`src/shared/nse_pkg.sv`:
```
`default_nettype none
package nse_pkg;

  // ****************************************************************
  // Store variants and fault codes
  // ****************************************************************
  typedef enum logic [2:0] {
    NSE_OP_BYTE_U = 3'b000,
    NSE_OP_BYTE_S = 3'b001,
    NSE_OP_HALF_U = 3'b010,
    NSE_OP_HALF_S = 3'b011,
    NSE_OP_DWORD  = 3'b100
  } nse_op_t;

  typedef enum logic [2:0] {
    NSE_FLT_NONE     = 3'b000,
    NSE_FLT_MISMATCH = 3'b001,
    NSE_FLT_INVALID  = 3'b010,
    NSE_FLT_OVERFLOW = 3'b011,
    NSE_FLT_UNALIGN  = 3'b100
  } nse_fault_t;

  // ****************************************************************
  // Widths, byte enables, address step
  // ****************************************************************
  localparam int          NSE_BYTE_BITS = 8;
  localparam int          NSE_HALF_BITS = 16;
  localparam logic [3:0]  NSE_BE_BYTE   = 4'h1;
  localparam logic [3:0]  NSE_BE_HALF   = 4'h3;
  localparam logic [3:0]  NSE_BE_WORD   = 4'hf;
  localparam logic [31:0] NSE_WORD_STEP = 32'h4;
  localparam logic [2:0]  NSE_DW_ALIGN  = 3'h7;

  // ****************************************************************
  // Carriers
  // ****************************************************************
  typedef struct packed {
    nse_op_t     op;
    logic [31:0] src;
    logic [31:0] src_next;
    logic [4:0]  reg_num;
    logic [31:0] addr;
    logic        overflow_mask;
    logic        unaligned_en;
    logic        illegal_write;
  } nse_req_t;

  typedef struct packed {
    logic        valid;
    logic [31:0] addr;
    logic [31:0] data;
    logic [3:0]  be;
  } nse_mem_t;

  // True when the bits above the low width are all zeros or all ones.
  // The top stored bit is left out on purpose, so 0x000000ff passes a byte
  // range check; software must not count on a stricter test.
  function automatic logic nse_fits_signed(input logic [31:0] v, input int w);
    logic [31:0] hi;
    hi = v >> w;
    return (hi == 32'h0) || (hi == (32'hffffffff >> w));
  endfunction : nse_fits_signed

endpackage : nse_pkg
`default_nettype wire

```
`src/rtl/nse_check.sv`:
```
`default_nettype none
module nse_check
  import nse_pkg::*;
(
  input  wire nse_req_t   req,
  output nse_fault_t      early_fault,
  output nse_fault_t      late_fault,
  output logic            ovf_set
);

  logic sgn;
  logic fits;
  logic misal;

  // ****************************************************************
  // Fault classification in priority order
  // ****************************************************************
  always_comb begin
    sgn   = (req.op == NSE_OP_BYTE_S) || (req.op == NSE_OP_HALF_S);
    fits  = (req.op == NSE_OP_BYTE_S) ? nse_fits_signed(req.src, NSE_BYTE_BITS)
                                      : nse_fits_signed(req.src, NSE_HALF_BITS);
    // Bytes can never be misaligned
    case (req.op)
      NSE_OP_HALF_U, NSE_OP_HALF_S: misal = req.addr[0];
      NSE_OP_DWORD:                 misal = |(req.addr[2:0] & NSE_DW_ALIGN);
      default:                      misal = 1'b0;
    endcase
    early_fault = NSE_FLT_NONE;
    late_fault  = NSE_FLT_NONE;
    ovf_set     = 1'b0;
    if (req.illegal_write) begin
      early_fault = NSE_FLT_MISMATCH;
    end else if ((req.op == NSE_OP_DWORD) && req.reg_num[0]) begin
      early_fault = NSE_FLT_INVALID;
    end else begin
      if (sgn && !fits) begin
        if (req.overflow_mask) begin
          ovf_set = 1'b1;
        end else begin
          late_fault = NSE_FLT_OVERFLOW;
        end
      end
      // Alignment is looked at only when no range fault stands
      if ((late_fault == NSE_FLT_NONE) && req.unaligned_en && misal) begin
        late_fault = NSE_FLT_UNALIGN;
      end
    end
  end

endmodule : nse_check
`default_nettype wire

```
`src/rtl/nse_store.sv`:
```
// What this block does
// Illegal write to protected RAM or mapped space: mismatch fault, no write.
// Byte stores always write the low eight source bits, signed or not.
// Signed byte out of range: set sticky flag if masked, else overflow fault.
// Signed halfword out of range: still write low 16 bits, then flag or fault.
// Misaligned halfword with faulting enabled: write first, then unaligned fault.
// Doubleword with odd source register: invalid-operand fault, no write.
// Doubleword writes source at address, next register at plus four, then aligns.
// Priority: illegal write, then operand and range, then alignment; one fault.
`default_nettype none
module nse_store
  import nse_pkg::*;
(
  input  wire logic       ref_clk,
  input  wire logic       resetn,
  input  wire logic       req_valid,
  input  wire nse_req_t   req,
  output logic            req_ready,
  output nse_mem_t        mem_wr,
  output logic            done,
  output nse_fault_t      fault,
  input  wire logic       overflow_clear,
  output logic            overflow_sticky_flag
);

  // ****************************************************************
  // Sequencer state
  // ****************************************************************
  typedef enum logic [1:0] {
    NSE_S_IDLE   = 2'b00,
    NSE_S_SECOND = 2'b01,
    NSE_S_FINISH = 2'b10
  } nse_state_t;

  nse_state_t  state_q,    state_d;
  logic        ready_q,    ready_d;
  nse_mem_t    mem_q,      mem_d;
  logic        done_q,     done_d;
  nse_fault_t  fault_q,    fault_d;
  nse_fault_t  pend_q,     pend_d;
  logic        pend_ovf_q, pend_ovf_d;
  logic        flag_q,     flag_d;
  logic [31:0] next_q,     next_d;

  nse_fault_t  early_fault;
  nse_fault_t  late_fault;
  logic        ovf_set;
  logic        accept;

  nse_check u_check (
    .req         (req),
    .early_fault (early_fault),
    .late_fault  (late_fault),
    .ovf_set     (ovf_set)
  );

  assign accept = req_valid && ready_q;

  // ****************************************************************
  // Next state: write phases, then one finishing pulse
  // ****************************************************************
  always_comb begin
    state_d    = state_q;
    ready_d    = ready_q;
    mem_d      = mem_q;
    mem_d.valid = 1'b0;
    done_d     = 1'b0;
    fault_d    = NSE_FLT_NONE;
    pend_d     = pend_q;
    pend_ovf_d = 1'b0;
    next_d     = next_q;
    flag_d     = flag_q;
    case (state_q)
      NSE_S_IDLE: begin
        if (accept) begin
          if (early_fault != NSE_FLT_NONE) begin
            // Rejected stores finish at once and keep the port open
            done_d  = 1'b1;
            fault_d = early_fault;
          end else begin
            mem_d.valid = 1'b1;
            mem_d.addr  = req.addr;
            pend_d      = late_fault;
            pend_ovf_d  = ovf_set;
            next_d      = req.src_next;
            case (req.op)
              NSE_OP_BYTE_U, NSE_OP_BYTE_S: begin
                mem_d.data = {24'h0, req.src[7:0]};
                mem_d.be   = NSE_BE_BYTE;
              end
              NSE_OP_HALF_U, NSE_OP_HALF_S: begin
                mem_d.data = {16'h0, req.src[15:0]};
                mem_d.be   = NSE_BE_HALF;
              end
              default: begin
                mem_d.data = req.src;
                mem_d.be   = NSE_BE_WORD;
              end
            endcase
            state_d = (req.op == NSE_OP_DWORD) ? NSE_S_SECOND : NSE_S_FINISH;
            ready_d = 1'b0;
          end
        end
      end
      NSE_S_SECOND: begin
        // Second word goes out before any fault is reported
        mem_d.valid = 1'b1;
        mem_d.addr  = mem_q.addr + NSE_WORD_STEP;
        mem_d.data  = next_q;
        mem_d.be    = NSE_BE_WORD;
        pend_ovf_d  = pend_ovf_q;
        state_d     = NSE_S_FINISH;
      end
      NSE_S_FINISH: begin
        done_d  = 1'b1;
        fault_d = pend_q;
        state_d = NSE_S_IDLE;
        ready_d = 1'b1;
      end
      default: begin
        state_d = NSE_S_IDLE;
        ready_d = 1'b1;
      end
    endcase
    // Sticky flag: a set in the clearing cycle wins
    if (state_q == NSE_S_FINISH && pend_ovf_q) begin
      flag_d = 1'b1;
    end else if (overflow_clear) begin
      flag_d = 1'b0;
    end
  end

  // ****************************************************************
  // Registers
  // ****************************************************************
  always_ff @(posedge ref_clk or negedge resetn) begin
    if (!resetn) begin
      state_q    <= NSE_S_IDLE;
      ready_q    <= 1'b1;
      mem_q      <= '0;
      done_q     <= 1'b0;
      fault_q    <= NSE_FLT_NONE;
      pend_q     <= NSE_FLT_NONE;
      pend_ovf_q <= 1'b0;
      flag_q     <= 1'b0;
      next_q     <= 32'h0;
    end else begin
      state_q    <= state_d;
      ready_q    <= ready_d;
      mem_q      <= mem_d;
      done_q     <= done_d;
      fault_q    <= fault_d;
      pend_q     <= pend_d;
      pend_ovf_q <= pend_ovf_d;
      flag_q     <= flag_d;
      next_q     <= next_d;
    end
  end

  // Outputs straight from flops
  assign req_ready            = ready_q;
  assign mem_wr               = mem_q;
  assign done                 = done_q;
  assign fault                = fault_q;
  assign overflow_sticky_flag = flag_q;

  // ****************************************************************
  // Assertions
  // ****************************************************************
  logic [7:0] src_byte;
  logic       fits8;
  logic       fits16;
  logic       clean;

  assign src_byte = req.src[7:0];
  assign fits8    = nse_fits_signed(req.src, NSE_BYTE_BITS);
  assign fits16   = nse_fits_signed(req.src, NSE_HALF_BITS);
  assign clean    = accept && !req.illegal_write;
endmodule : nse_store
`default_nettype wire

```
`config.mk`:
```
export PLATFORM = sky130hd
export DESIGN_NAME = nse_store
export DESIGN_NICKNAME = d
export VERILOG_FILES = /design/src/shared/nse_pkg.sv /design/src/rtl/nse_check.sv /design/src/rtl/nse_store.sv
export SDC_FILE = /design/constraint.sdc
export NUM_CORES = 1
export LEC_CHECK = 0
export ABC_CLOCK_PERIOD_IN_PS = 1800
export BUFFER_PORTS_ARGS = -buffer_cell sky130_fd_sc_hd__buf_2
export CORE_ASPECT_RATIO = 1.5
export CORE_MARGIN = 5
export CORE_UTILIZATION = 46
export CTS_BUF_LIST = sky130_fd_sc_hd__clkbuf_4 sky130_fd_sc_hd__clkbuf_8 sky130_fd_sc_hd__clkbuf_16
export DETAILED_ROUTE_END_ITERATION = 6
export PLACE_DENSITY_LB_ADDON = 0.25
export SLEW_MARGIN = 0
export SYNTH_ARGS = -nofsm -noshare
export SYNTH_HDL_FRONTEND = slang
export SYNTH_HIERARCHICAL = 1
export SYNTH_SLANG_ARGS = --single-unit
export TNS_END_PERCENT = 5
```
`constraint.sdc`:
```
create_clock -name ref_clk -period 1.8 [get_ports ref_clk]
set_input_delay 0 -clock ref_clk [delete_from_list [all_inputs] [get_ports ref_clk]]
set_output_delay 0 -clock ref_clk [all_outputs]
set_load 0.05 [all_outputs]
```
==> flow_metrics.tcl <==
set metrics [dict create \
    postRouteAntennaNets 0 \
    critPathKind "input pin to flop" \
    insertion_delay_ps 350 \
    die-area_um2 14680 \
    power.density_nw_per_um2 1516 \
    row_count 49 \
    ys_seq_area_frac 0.4950 \
    syn_area_um2 5664 \
    fin_ws_ps 17.28 \
    tns_ps 0 \
    die_h_um 145.9 \
    end_kind "flop" \
    slowest_stage "dlygate4sd3_1" \
    grtUsageTotal 0.2738 \
    final.setup_skew_ps 16.24 \
    hold_end "mem_wr[39]" \
    antenna_found_initial 1 \
    drc_errors 0 \
    cp_top_family "simple AND/OR/NAND/NOR gates" \
    hp-start "req[6]" \
    vias_per_cell 5.800 \
    io_buffers 181 \
    r2r_end "mem_wr[62]" \
    die_w_um 100.6 \
    slew_headroom 0.6390 \
    tightest_slew_ps 541.5 \
    synth-edff-count 0 \
    path_clk_slew_ps 70 \
    first_global_vias 6621 \
    syn_inst 630 \
    root_buffer "clkbuf_16" \
    fin_crit_ps 1783 \
    final_common_cell "buf_2" \
    peakVddDrop_mv 0.9938 \
    cts_tree "yes" \
    drive_above_1_share 0.3172 \
    hold_class "input pin to flop" \
    setup_viol 0 \
    final.period_utilization 0.9904 \
    grt_max_degree 40 \
    cts.htree.levels 3 \
    synth-async-reset-ratio 1.000 \
    cts_sinks 112 \
    hpwl_mm 13.69 \
    r2r-start "mem_wr[38]" \
    routedWlPerCell_um 18.53 \
    first_pass_iters 5 \
    dpl_cell_area_um2 7099 \
    finalPower_uw 12710 \
    drv_cap 0 \
    synth_area_per_cell_um2 8.991 \
    hold_depth 3 \
    start_kind "input pin" \
    num_vias 6287 \
    cts_max_path_buffers 2 \
    arrival_ps 2020 \
    yosysUniqueCellTypes 64 \
    holdWs_ps 7.724 \
    ff2ff_setup_slack_ps 40 \
    fmax_mhz 560.9 \
    ff2ff_path_depth 6 \
    synth-seq-cells 112 \
    cp_cell_sequence "dlygate4sd3_1 -> buf_2 -> or4_1 -> nor2_2 -> nand3_2 -> o211ai_1 -> nor3b_1 -> a22o_1" \
    start_util 0.4714 \
    final_max_slew_viol_count 0 \
    required_ps 2030 \
    ys.flop_type "dfrtp_1" \
    rsz0062_at_grt "yes" \
    cts_buffers 9 \
    ys_warn_count 6 \
    dpl_worst_slack_ps -139.8 \
    final_cell_mix "180 x buf_2, 139 x nand2_1, 91 x dfrtp_1, 91 x dlygate4sd3_1, 51 x buf_4" \
    io_pins 186 \
    core_um2 12020 \
    gp_congestion 0.9268 \
    status "completed" \
    cpPeakStageDelay_ps 540 \
    areaGrowthSynthToFinish_pct 48.07 \
    wl_mm 20.08 \
    critical_path_peak_fanout 3 \
    stdcell_area_um2 8387 \
    p_leak_uw 0.003953 \
    grt-ovfl-total 0 \
    syn_nets 743 \
    finalHoldViolCount 0 \
    grt_pass1_wl_mm 32.37 \
    drtIter0Drc 281 \
    nets 1038 \
    cp_num_buf_inv 2 \
]
## where the power goes
group          leakage (uW)  switching [uW]  total, uW  internal (uW)
sequential          0.00136             950       4570           3620
combinational       0.00244            4260       6070           1810
clock              0.000155             949       2080           1130
## cells in the mapped netlist (2+ instances only)
| master | count | area share |
|---|---|---|
| o31ai_1 | 2 | 0.0026 |
| a32oi_1 | 3 | 0.0046 |
| buf_2 | 12 | 0.011 |
| nor3_1 | 11 | 0.0097 |
| dfrtp_1 | 111 | 0.49 |
| nor2_1 | 51 | 0.034 |
| xnor2_1 | 2 | 0.0031 |
| o211ai_1 | 12 | 0.016 |
| nor4_2 | 2 | 0.0044 |
| and4_1 | 4 | 0.0062 |
| buf_1 | 2 | 0.0013 |
| and3b_1 | 2 | 0.0031 |
| ha_1 | 2 | 0.0044 |
| and3_1 | 7 | 0.0077 |
| a211oi_1 | 2 | 0.0026 |
| o22ai_1 | 6 | 0.0066 |
| a21o_1 | 3 | 0.0040 |
| o311ai_0 | 7 | 0.011 |
| mux2i_1 | 16 | 0.028 |
| a31oi_1 | 4 | 0.0044 |
| nand3_1 | 29 | 0.026 |
| inv_1 | 5 | 0.0033 |
| nor3b_1 | 2 | 0.0026 |
| or4_1 | 8 | 0.011 |
| nand2b_1 | 3 | 0.0033 |
| a21oi_1 | 39 | 0.034 |
| o2bb2ai_1 | 24 | 0.037 |
| buf_4 | 4 | 0.0053 |
| nand2_1 | 140 | 0.093 |
| nand4_1 | 16 | 0.018 |
| a211o_1 | 2 | 0.0031 |
| o21ai_0 | 16 | 0.014 |
| a22oi_1 | 9 | 0.012 |
| clkbuf_1 | 27 | 0.018 |
| and2_1 | 2 | 0.0022 |
| nor4_1 | 11 | 0.012 |
| or3_1 | 5 | 0.0055 |
## cell families (layout without fill, tap and decap cells)
family,count (synthesis),in the layout,share of synthesized area
adders and majority gates,2,2,0.004417
AOI/OAI and AO/OA,142,142,0.1730
other,1,2,0.0006621
muxes,16,16,0.02827
buffers and inverters,51,351,0.03910
DFF,112,112,0.4950
and+or+nand+nor,304,304,0.2565
xor gates and xnor gates,2,2,0.003093
## layer usage
| layer | track usage | share of wire |
|---|---|---|
| met5 | 0 | 0 |
| met4 | 0.1403 | 0.047 |
| met3 | 0.04796 | 0.059 |
| met2 | 0.4832 | 0.53 |
| met1 | 0.3086 | 0.37 |
## what timing repair did
item / CTS / global route
setup buffers: 2 / 3
resized for setup: 3 / 7
hold endpoints to repair: 126 / 0
cloned: 0 / 0
setup endpoints to repair: 56 / 44
hold buffers: 91 / 0
pin swaps: 1 / 4
## state kept, by name (all words and copies together) (netlist names)
register	cells
pend_q	3
state_q	2
req_ready	1
done	1
next_q	32
fault	3
overflow_sticky_flag	1
pend_ovf_q	1
mem_wr	68
## area by class of cell
cell class | instances | area, um2
diodes | 1 | 2.502
repair buffers | 329 | 2326
clock buffers | 10 | 239.0
inverters | 6 | 22.52
fillers | 947 | 3630
clock inverters | 6 | 65.06
flip-flops and latches | 112 | 2833
multi-input cells | 467 | 2708
well taps | 153 | 191.4
## through the flow
stage	utilization	instances
floorplan	-	630
global placement	0.5908	971
detailed placement	0.5908	971
CTS	0.6937	1080
global route	0.6979	1084
finish	0.6979	1084
## worst register-to-register path, stage by stage (launching register included)
cell and delay (ps):
dfrtp_2 390, buf_4 150, ha_1 170, nand4_1 80, or4_1 420, or4_1 410, nand3_1 90
## worst max path at each step
stage | cells after the start | end | from
floorplan | 6 | mem_wr[64] | mem_wr[38]
global placement | 5 | mem_wr[50] | req_ready
detailed placement | 5 | mem_wr[50] | req_ready
CTS | 8 | pend_ovf_q | req[96]
global route | 6 | mem_wr[67] | mem_wr[52]
finish | 8 | pend_ovf_q | req[96]
Power figures use the tool's default switching activity.
